File: src/core/dil_pkg.sv
// constants for the serial controller interrupt logic
package dil_pkg;
    localparam int DW = 8;
    localparam int AW = 4;
    // register addresses
    localparam logic [3:0] ADDR_INPUT_CHANGE_REG = 4'h4;
    localparam logic [3:0] ADDR_ISR_IMR = 4'h5;
    localparam logic [3:0] ADDR_COUNTER_PRESET_UPPER = 4'h6;
    localparam logic [3:0] ADDR_VEC = 4'hC;
    localparam logic [3:0] ADDR_START = 4'hE;
    localparam logic [3:0] ADDR_STOP = 4'hF;
    // status and mask bit positions
    localparam int B_A_TX = 0;
    localparam int B_A_RX = 1;
    localparam int B_A_BRK = 2;
    localparam int B_CT = 3;
    localparam int B_B_TX = 4;
    localparam int B_B_RX = 5;
    localparam int B_B_BRK = 6;
    localparam int B_IPC = 7;
    // reset values
    localparam logic [7:0] VEC_RST = 8'h0F;
    localparam logic [7:0] MASK_RST = 8'h00;
    localparam logic [7:0] COUNTER_PRESET_UPPER_RST = 8'h00;
    localparam logic [7:0] ZERO8 = 8'h00;
    // host pins seen through a two stage synchroniser
    typedef struct packed {
        logic [1:0] cs_n;
        logic [1:0] rd_n;
        logic [1:0] wr_n;
        logic [1:0] iack_n;
        logic [1:0] nvec;
        logic [1:0][3:0] addr;
        logic [1:0][7:0] din;
    } dil_sync_t;
endpackage

File: src/core/dil_top.sv
// interrupt status, mask and vector logic of the dual serial controller
`timescale 1ns/1ns
module dil_top (
    // clock and reset
    input wire logic clk_i,
    input wire logic rstn_i,
    // host parallel bus pins
    input wire logic cs_n_i,
    input wire logic rd_n_i,
    input wire logic wr_n_i,
    input wire logic [dil_pkg::AW-1:0] addr_i,
    input wire logic [dil_pkg::DW-1:0] data_i,
    output logic [dil_pkg::DW-1:0] data_o,
    output logic data_oe_n_o,
    input wire logic int_acknowledge_low_i,
    input wire logic nonvectored_i,
    output logic irq_out_low_o,
    // channel a events
    input wire logic chan_a_tx_irq_i,
    input wire logic chan_a_rx_irq_i,
    input wire logic chan_a_rx_wdog_i,
    input wire logic chan_a_brk_chg_i,
    input wire logic chan_a_brk_rst_i,
    // channel b events
    input wire logic chan_b_tx_irq_i,
    input wire logic chan_b_rx_irq_i,
    input wire logic chan_b_rx_wdog_i,
    input wire logic chan_b_brk_chg_i,
    input wire logic chan_b_brk_rst_i,
    // input port change
    input wire logic ip_change_i,
    input wire logic [dil_pkg::DW-1:0] input_change_reg_i,
    // counter/timer
    input wire logic ct_timer_mode_i,
    input wire logic ct_zero_i,
    output logic ct_start_o,
    output logic ct_stop_o,
    output logic [dil_pkg::DW-1:0] counter_preset_upper_o,
    // unmasked status for output port pins
    output logic [dil_pkg::DW-1:0] status_raw_o
);
    import dil_pkg::*;

    typedef struct packed {
        // host pins, two flops each
        dil_sync_t sy;
        // read seen last cycle, so a read acts once
        logic rd_act;
        // host written registers
        logic [7:0] mask;
        logic [7:0] counter_preset_upper;
        logic [7:0] vec;
        // sticky status flags and the square wave parity bit
        logic brk_a;
        logic brk_b;
        logic ct_rdy;
        logic ipc;
        logic half;
        // one cycle counter commands
        logic start;
        logic stop;
        // registered data bus drive
        logic [7:0] dout;
        logic drive;
    } dil_state_t;

    dil_state_t st_ff;
    dil_state_t nxt_st;

    // current values of the host pins after two flops
    logic cs_s;
    logic rd_s;
    logic wr_s;
    logic iack_s;
    logic nvec_s;
    logic [3:0] addr_s;
    logic [7:0] din_s;
    logic [7:0] status;
    logic rd_go;
    logic wr_go;
    logic rd_on;
    logic iack_on;
    // decoded one shot register strobes
    logic rd_input_change_reg;
    logic rd_start;
    logic rd_stop;
    logic wr_mask;
    logic wr_counter_preset_upper;
    logic wr_vec;
    // host read data chosen by address
    logic [7:0] rd_mux;
    // level requests shown straight in status
    logic a_tx_req;
    logic a_rx_req;
    logic b_tx_req;
    logic b_rx_req;
    // set and clear terms of the sticky flags
    logic ct_set;
    logic ct_clr;
    logic half_clr;
    logic half_flip;
    logic brk_a_set;
    logic brk_a_clr;
    logic brk_b_set;
    logic brk_b_clr;
    logic ipc_set;
    logic ipc_clr;

    // sticky flag helper: an event in the clear cycle still sets
    function automatic logic sticky(input logic cur, input logic set,
                                    input logic clr);
        sticky = set | (cur & ~clr);
    endfunction

    // address decode used for the read side effects and the write strobes
    function automatic logic hit(input logic [3:0] a,
                                 input logic [3:0] want);
        hit = (a == want);
    endfunction

    // one step of a two flop pin synchroniser
    function automatic logic [1:0] sync2(input logic [1:0] cur,
                                         input logic pin);
        sync2 = {cur[0], pin};
    endfunction

    // true when any status bit meets a set mask bit
    function automatic logic any_enabled(input logic [7:0] stat,
                                         input logic [7:0] msk);
        any_enabled = |(stat & msk);
    endfunction

    // host read data by address; unmapped reads give zero
    function automatic logic [7:0] rd_pick(input logic [3:0] a,
                                           input logic [7:0] input_change_reg,
                                           input logic [7:0] stat,
                                           input logic [7:0] vec);
        case (a)
            ADDR_INPUT_CHANGE_REG: rd_pick = input_change_reg;
            ADDR_ISR_IMR: rd_pick = stat;
            ADDR_VEC: rd_pick = vec;
            default: rd_pick = ZERO8;
        endcase
    endfunction

    assign cs_s = st_ff.sy.cs_n[1];
    assign rd_s = st_ff.sy.rd_n[1];
    assign wr_s = st_ff.sy.wr_n[1];
    assign iack_s = st_ff.sy.iack_n[1];
    assign nvec_s = st_ff.sy.nvec[1];
    assign addr_s = st_ff.sy.addr[1];
    assign din_s = st_ff.sy.din[1];

    // status byte; request bits follow their sources
    always_comb begin
        status = ZERO8;
        status[B_A_TX] = a_tx_req;
        status[B_A_RX] = a_rx_req;
        status[B_A_BRK] = st_ff.brk_a;
        status[B_CT] = st_ff.ct_rdy;
        status[B_B_TX] = b_tx_req;
        status[B_B_RX] = b_rx_req;
        status[B_B_BRK] = st_ff.brk_b;
        status[B_IPC] = st_ff.ipc;
    end

    // bus strobes after synchronisation
    assign rd_on = ~cs_s & ~rd_s;
    assign rd_go = rd_on & ~st_ff.rd_act;
    // write is taken on the trailing edge, data is settled by then
    assign wr_go = ~cs_s & ~wr_s & st_ff.sy.wr_n[0];
    // acknowledge only matters in vectored mode
    assign iack_on = ~iack_s & ~nvec_s;

    // register strobes; reads act once per strobe
    assign rd_input_change_reg = rd_go & hit(addr_s, ADDR_INPUT_CHANGE_REG);
    assign rd_start = rd_go & hit(addr_s, ADDR_START);
    assign rd_stop = rd_go & hit(addr_s, ADDR_STOP);
    assign wr_mask = wr_go & hit(addr_s, ADDR_ISR_IMR);
    assign wr_counter_preset_upper = wr_go & hit(addr_s, ADDR_COUNTER_PRESET_UPPER);
    assign wr_vec = wr_go & hit(addr_s, ADDR_VEC);
    assign rd_mux = rd_pick(addr_s, input_change_reg_i, status, st_ff.vec);

    // level requests; a watchdog timeout also raises receive
    assign a_tx_req = chan_a_tx_irq_i;
    assign a_rx_req = chan_a_rx_irq_i | chan_a_rx_wdog_i;
    assign b_tx_req = chan_b_tx_irq_i;
    assign b_rx_req = chan_b_rx_irq_i | chan_b_rx_wdog_i;

    // counter ready: counter mode every zero, timer every second
    assign ct_set = ct_zero_i & (~ct_timer_mode_i | st_ff.half);
    assign ct_clr = rd_stop;
    // start restarts the square wave, so parity starts over
    assign half_clr = rd_start;
    assign half_flip = ct_zero_i & ct_timer_mode_i;

    // break change: only the reset break command clears
    assign brk_a_set = chan_a_brk_chg_i;
    assign brk_a_clr = chan_a_brk_rst_i;
    assign brk_b_set = chan_b_brk_chg_i;
    assign brk_b_clr = chan_b_brk_rst_i;

    // input change: cleared by reading the change register
    assign ipc_set = ip_change_i;
    assign ipc_clr = rd_input_change_reg;

    // next state
    always_comb begin
        nxt_st = st_ff;
        // two flop synchronisers for all host pins
        nxt_st.sy.cs_n = sync2(st_ff.sy.cs_n, cs_n_i);
        nxt_st.sy.rd_n = sync2(st_ff.sy.rd_n, rd_n_i);
        nxt_st.sy.wr_n = sync2(st_ff.sy.wr_n, wr_n_i);
        nxt_st.sy.iack_n = sync2(st_ff.sy.iack_n, int_acknowledge_low_i);
        nxt_st.sy.nvec = sync2(st_ff.sy.nvec, nonvectored_i);
        nxt_st.sy.addr = {st_ff.sy.addr[0], addr_i};
        nxt_st.sy.din = {st_ff.sy.din[0], data_i};
        nxt_st.rd_act = rd_on;
        nxt_st.start = 1'b0;
        nxt_st.stop = 1'b0;

        // register writes, taken once per strobe
        if (wr_mask) begin
            nxt_st.mask = din_s;
        end
        if (wr_counter_preset_upper) begin
            nxt_st.counter_preset_upper = din_s;
        end
        if (wr_vec) begin
            nxt_st.vec = din_s;
        end

        // counter commands are reads of the command addresses
        nxt_st.start = rd_start;
        nxt_st.stop = rd_stop;

        // square wave parity, restarted by a start command
        if (half_clr) begin
            nxt_st.half = 1'b0;
        end else if (half_flip) begin
            nxt_st.half = ~st_ff.half;
        end

        // sticky flags; an event in the clear cycle still sets
        nxt_st.ct_rdy = sticky(st_ff.ct_rdy, ct_set, ct_clr);
        nxt_st.brk_a = sticky(st_ff.brk_a, brk_a_set, brk_a_clr);
        nxt_st.brk_b = sticky(st_ff.brk_b, brk_b_set, brk_b_clr);
        nxt_st.ipc = sticky(st_ff.ipc, ipc_set, ipc_clr);

        // acknowledge wins over a read; status is never masked
        nxt_st.drive = rd_on | iack_on;
        if (iack_on) begin
            nxt_st.dout = st_ff.vec;
        end else if (rd_on) begin
            nxt_st.dout = rd_mux;
        end else begin
            nxt_st.dout = ZERO8;
        end
    end

    // state register; reset gives constants only
    always_ff @(posedge clk_i or negedge rstn_i) begin
        if (!rstn_i) begin
            // strobes idle high, so no false access after reset
            st_ff.sy.cs_n <= '1;
            st_ff.sy.rd_n <= '1;
            st_ff.sy.wr_n <= '1;
            st_ff.sy.iack_n <= '1;
            st_ff.sy.nvec <= '0;
            st_ff.sy.addr <= '0;
            st_ff.sy.din <= '0;
            st_ff.rd_act <= 1'b0;
            // host registers
            st_ff.mask <= MASK_RST;
            st_ff.counter_preset_upper <= COUNTER_PRESET_UPPER_RST;
            st_ff.vec <= VEC_RST;
            // every sticky status flag starts clear
            st_ff.brk_a <= 1'b0;
            st_ff.brk_b <= 1'b0;
            st_ff.ct_rdy <= 1'b0;
            st_ff.ipc <= 1'b0;
            st_ff.half <= 1'b0;
            // command pulses and bus drive off
            st_ff.start <= 1'b0;
            st_ff.stop <= 1'b0;
            st_ff.dout <= ZERO8;
            st_ff.drive <= 1'b0;
        end else begin
            st_ff <= nxt_st;
        end
    end

    // outputs; irq releases as soon as no enabled bit remains
    assign irq_out_low_o = ~any_enabled(status, st_ff.mask);
    // output pins see status before the mask
    assign status_raw_o = status;
    // data bus straight from flops, no glitches on the pins
    assign data_o = st_ff.dout;
    assign data_oe_n_o = ~st_ff.drive;
    // counter engine sees one cycle commands
    assign ct_start_o = st_ff.start;
    assign ct_stop_o = st_ff.stop;
    assign counter_preset_upper_o = st_ff.counter_preset_upper;
endmodule

File: config.mk
export PLATFORM = sky130hd
export DESIGN_NAME = dil_top
export DESIGN_NICKNAME = d
export VERILOG_FILES = /design/src/core/dil_pkg.sv /design/src/core/dil_top.sv
export SDC_FILE = /design/constraint.sdc
export NUM_CORES = 1
export LEC_CHECK = 0
export BUFFER_PORTS_ARGS = -buffer_cell sky130_fd_sc_hd__buf_4
export CAP_MARGIN = 20
export CORE_MARGIN = 1.5
export CORE_UTILIZATION = 40
export CTS_BUF_LIST = sky130_fd_sc_hd__clkbuf_4 sky130_fd_sc_hd__clkbuf_8
export DETAILED_ROUTE_END_ITERATION = 6
export PLACE_DENSITY = 0.64
export SLEW_MARGIN = 20
export SYNTH_ARGS = -nofsm -noshare
export SYNTH_HDL_FRONTEND = slang
export SYNTH_SLANG_ARGS = --single-unit
export TNS_END_PERCENT = 20
File: constraint.sdc
create_clock -name clk_i -period 1.8 [get_ports clk_i]
set_input_delay 0.09 -clock clk_i [delete_from_list [all_inputs] [get_ports clk_i]]
set_output_delay 0.09 -clock clk_i [all_outputs]
set_load 0.02 [all_outputs]
# ---- Word-level counts from Yosys, hierarchy flattened
# Cells that the tools add are included.
dict set report totals {
  out_inout_bits 28
  regBits 75
}
dict set report op_classes {
  n_reduce_logical 2
  bitwise 40
  muxes 5
  n_eq_ne 6
}
# operator count
set op_table {}
lappend op_table {{8-bit case mux with 3 select lines} 1}
lappend op_table {{1-bit AND} 17}
lappend op_table {{8-bit 2-to-1 mux} 2}
lappend op_table {{1-bit NOT} 14}
lappend op_table {{4-bit by 3-bit equality test with 1-bit output (second input constant)} 3}
lappend op_table {{4-bit equality test (second input constant)} 3}
lappend op_table {{8-bit AND} 1}
lappend op_table {{1-bit OR} 8}
lappend op_table {{8-bit OR reduction} 1}
lappend op_table {{1-bit 2-to-1 mux} 2}
lappend op_table {{2-bit nonzero test} 1}

# ---- Longest topological paths before layout
dict set report depth {
  depth_word 7
  depth_mapped 5
  ltp_nobuf 3
}

# ---- Least setup slack after synthesis
# Ideal clock, no wire load.
dict set report synth_timing {
  path_type {register to register}
  from {register st_ff (netlist bit nxt_st[70])}
  to {register st_ff[20] in the netlist's numbering}
  required_ps 1675
  path_stages_with_launch 4
  t_arrival_ps 1278
  period_less_slack_ps 1403
  n_path_buf 0
  setup_slack_ps 397
  path_cell_list {dfstp_2 -> nor3b_4 -> nand3_4 -> mux2_2}
}
dict set report synth_via {
  elab_chain_len 2
}
# item line
set synth_rtl {}
lappend synth_rtl {{from (decl)} dil_top.sv:67} ;# dil_state_t st_ff;
lappend synth_rtl {{from (signal assigned)} dil_top.sv:289} ;# st_ff <= nxt_st;
lappend synth_rtl {{1-bit AND} dil_top.sv:171} ;# assign wr_go = ~cs_s & ~wr_s & st_ff.sy.wr_n[0];
lappend synth_rtl {{1-bit AND} dil_top.sv:181} ;# assign wr_vec = wr_go & hit(addr_s, ADDR_VEC);
# No other way between the ends.
# A chain may end at the register's enable or synchronous reset.

# ---- Final worst setup path
dict set report layout_timing {
  from {register st_ff (netlist bit addr_s[3])}
  to {register st_ff[36] in the netlist's numbering}
}
dict set report layout_via {
  elab_chain_len 2
}
# item line
set layout_rtl {}
lappend layout_rtl {{4-bit by 3-bit equality test with 1-bit output} dil_top.sv:118} ;# hit = (a == want);
lappend layout_rtl {{1-bit AND} dil_top.sv:179} ;# assign wr_mask = wr_go & hit(addr_s, ADDR_ISR_IMR);
# No other way between the ends.

==> impl_metrics.toml <==
[status]
status = "finished clean"

[worst_setup_path]
reg2reg_slack_ns = 0.27
crit_required_ns = 2.03
end_kind = "flip-flop"
arrival_ns = 1.76
path_cells = "and4bb_2 -> nand2_4 -> mux2_2"
crit_slowest_cell = "dfrtp_1"
slowest_delay_ns = 0.60
critPathKind = "flip-flop to flip-flop"
cp_max_fo = 11
cp-start-kind = "flip-flop"

[floorplan]
die-area_um2 = 7890
die_height_um = 88.8
start_util = 0.411
rows = 31
die_x_um = 88.8
io_pins = 68
core_um2 = 7180

[global_routing]
grt_pass1_vias = 1762
grt_max_degree = 48
top_usage_layer = "met2"
use_met1 = 0.203
grt-ovfl-total = 0
grt_antenna_before_repair = 0
track_usage = 0.151
grt_pass1_wl_um = 8730
met2_usage = 0.229
grtUsageMet3 = 0.0420

[synth]
ys_warn_count = 0
synth_edf_count = 0
synthTopCellsByCount = "dfrtp_1 (63), mux2_2 (26), buf_4 (24), dfstp_2 (12)"
mappedNetlistNets = 247
ys.flop_type = "dfrtp_1"
synth_cell_types = 32
async_flop_share = 1.00
netlist_area_um2 = 2950
synthTopCellsByArea = "dfrtp_1 (53%), dfstp_2 (11%), mux2_2 (9.9%)"
synth_top_area_share = 0.535
ys_seq_elements = 75
yosys.area.top_type = "dfrtp_1"
syn_area_per_cell_um2 = 14.2
syn_inst = 207
synth.most_common_cell = "dfrtp_1"
ys_seq_area_frac = 0.642

[sta]
fin_skew_ns = 0.0135
fin_tns_setup_ns = 0
clock.fmax_mhz = 652
tightestPinTransition_ns = 0.514
post-route-period-util = 0.852
setup_violations = 0
hold_viol = 0
max_slew_margin = 0.656
setup_slack_ns = 0.267
maxSlewViolCount = 0
rsz0062_at_grt = "no"
period_minus_slack_ns = 1.53

[drt]
wirelength_um = 5250
viasPerCell = 4.61
first_pass_iters = 4
drt_iter0_markers = 67
vias = 1774
ant_nets = 0
drcViolationCount = 0
avgRoutedWirePerCell_um = 13.6

[place]
port_buffers = 67
hpwl_um = 3840
dp_slack_ns = 0.256
place.gp.congestion = 0.775

[run]
drv_cap = 0

[pwr]
p_per_area_nw_per_um2 = 933
ir_drop_v = 0.000448
power_leakage_nw = 1.82

[clock_network]
clkLatencyLatePin_ns = 0.34
htree_levels = 3
cts_hold_buf = 21
cts_buffers = 9
clock_sinks = 75
cts_buffer_depth = 2
cts_setup_buffers = 0
cts_tree = "built"
cts_resized = 0
root_buffer = "clkbuf_8"
path_clk_slew_ns = 0.08

[cells_and_area]
layout.nets = 321
fillers = 603
multiInputGateArea_um2 = 832
num_antenna_cells = 0
area_growth_syn_to_layout_pct = 29.1
seqCellArea_um2 = 1890
drive_above_1_share = 0.476

[min_path]
hp-class = "input port to flip-flop"
[cells in the final DEF (no fill, tap or decap)]
| cell | synthesis | routed |
|---|---|---|
| a21o_1 | 3 | 3 |
| buf_4 | 24 | 69 |
| nor2_1 | 8 | 8 |
| xor2_1 | 1 | 1 |
| dfstp_2 | 12 | 12 |
| nand3_1 | 1 | 1 |
| and4b_1 | 1 | 1 |
| inv_6 | 0 | 2 |
| nor3b_2 | 1 | 1 |
| clkinvlp_4 | 0 | 1 |
| a31oi_1 | 4 | 4 |
| and4_1 | 1 | 1 |
| mux2_2 | 26 | 26 |
| clkinv_4 | 0 | 4 |
| dfrtp_1 | 63 | 63 |
| nor4b_1 | 1 | 1 |
| clkbuf_8 | 0 | 9 |
| or2_2 | 3 | 3 |
| inv_1 | 7 | 7 |
| nand2_1 | 4 | 4 |
| o211ai_1 | 4 | 4 |
| nand3b_1 | 1 | 1 |
| nor4b_4 | 2 | 2 |
| a41oi_1 | 1 | 1 |
| buf_12 | 0 | 1 |
| a21oi_1 | 5 | 5 |
| o21ai_0 | 6 | 6 |
| nand2_4 | 2 | 2 |
| nand4_1 | 1 | 1 |
| and3b_1 | 8 | 8 |
| dlygate4sd3_1 | 0 | 21 |
| nand3_4 | 1 | 1 |
| o22ai_1 | 2 | 2 |
| nor3b_4 | 1 | 1 |
| a22oi_1 | 7 | 7 |
| and4bb_2 | 2 | 2 |
[metal layers]
metal	routed length, um	up-vias
met2	2530	43
li1	-	863
met5	0	-
met3	233	6
met4	89	0
met1	2400	862
[layout make-up]
class                   count  area share
multi-input cells          97       0.219
clock inverters             7      0.0158
well taps                  99      0.0325
clock buffers               9      0.0325
inverters                   7     0.00690
flip-flops and latches     75       0.497
repair buffers             91       0.197
[worst max-delay path, delay by kind of cell (launching register included)]
family	cells	cell delay, ns
AND/OR/NAND/NOR	2	0.48
multiplexers	1	0.34
flip-flops	1	0.60
[path summary, 6_finish.rpt]
kind	startpoint	to	depth (start not counted)
max in group asynchronous	rstn_i	st_ff[70]	3
worst max-delay path	addr_s[3]	st_ff[36]	3
worst max register to register	addr_s[3]	st_ff[36]	3
min in group asynchronous	rstn_i	data_o[5]	2
worst min-delay path	chan_a_brk_rst_i	status_raw_o[2]	3
worst min register to register	nxt_st[61]	addr_s[0]	0
[flip-flops by register name, indices dropped and copies added (netlist names)]
register	count
st_ff	20
nxt_st	17
counter_preset_upper_o	8
data_o	8
din_s	8
addr_s	4
status_raw_o	4
cs_s	1
ct_start_o	1
ct_stop_o	1
iack_s	1
nvec_s	1
rd_s	1
[stage by stage]
step | hold slack, ns | util | std cells | area [um^2] | power, mW
final | 0.0248 | 0.530 | 385 | 3810 | 3.55
after global routing | 0.0204 | 0.530 | 385 | 3810 | 3.74
after CTS | 0.00988 | 0.530 | 385 | 3810 | 3.61
after detailed placement | 0.0384 | 0.476 | 348 | 3410 | 2.40
after global placement | 0.0342 | 0.476 | 348 | 3410 | 2.38
after floorplan | -0.206 | - | 207 | 2950 | 2.21
[kinds of logic after synthesis]
family                    count (synthesis)  share of synthesized area
muxes                                    26                     0.0993
buffers and inverters                    35                     0.0760
and+or+nand+nor                          38                      0.110
xor gates and xnor gates                  1                    0.00297
DFF                                      75                      0.642
AOI/OAI and AO/OA                        32                     0.0700
[power breakdown]
group          switching [mW]  leakage, nW  total, mW  internal, mW
combinational           0.210        0.825      0.467         0.257
clock                   0.640       0.0904       1.16         0.518
sequential             0.0904        0.906       1.93          1.84
Power figures use the tool's default switching activity.
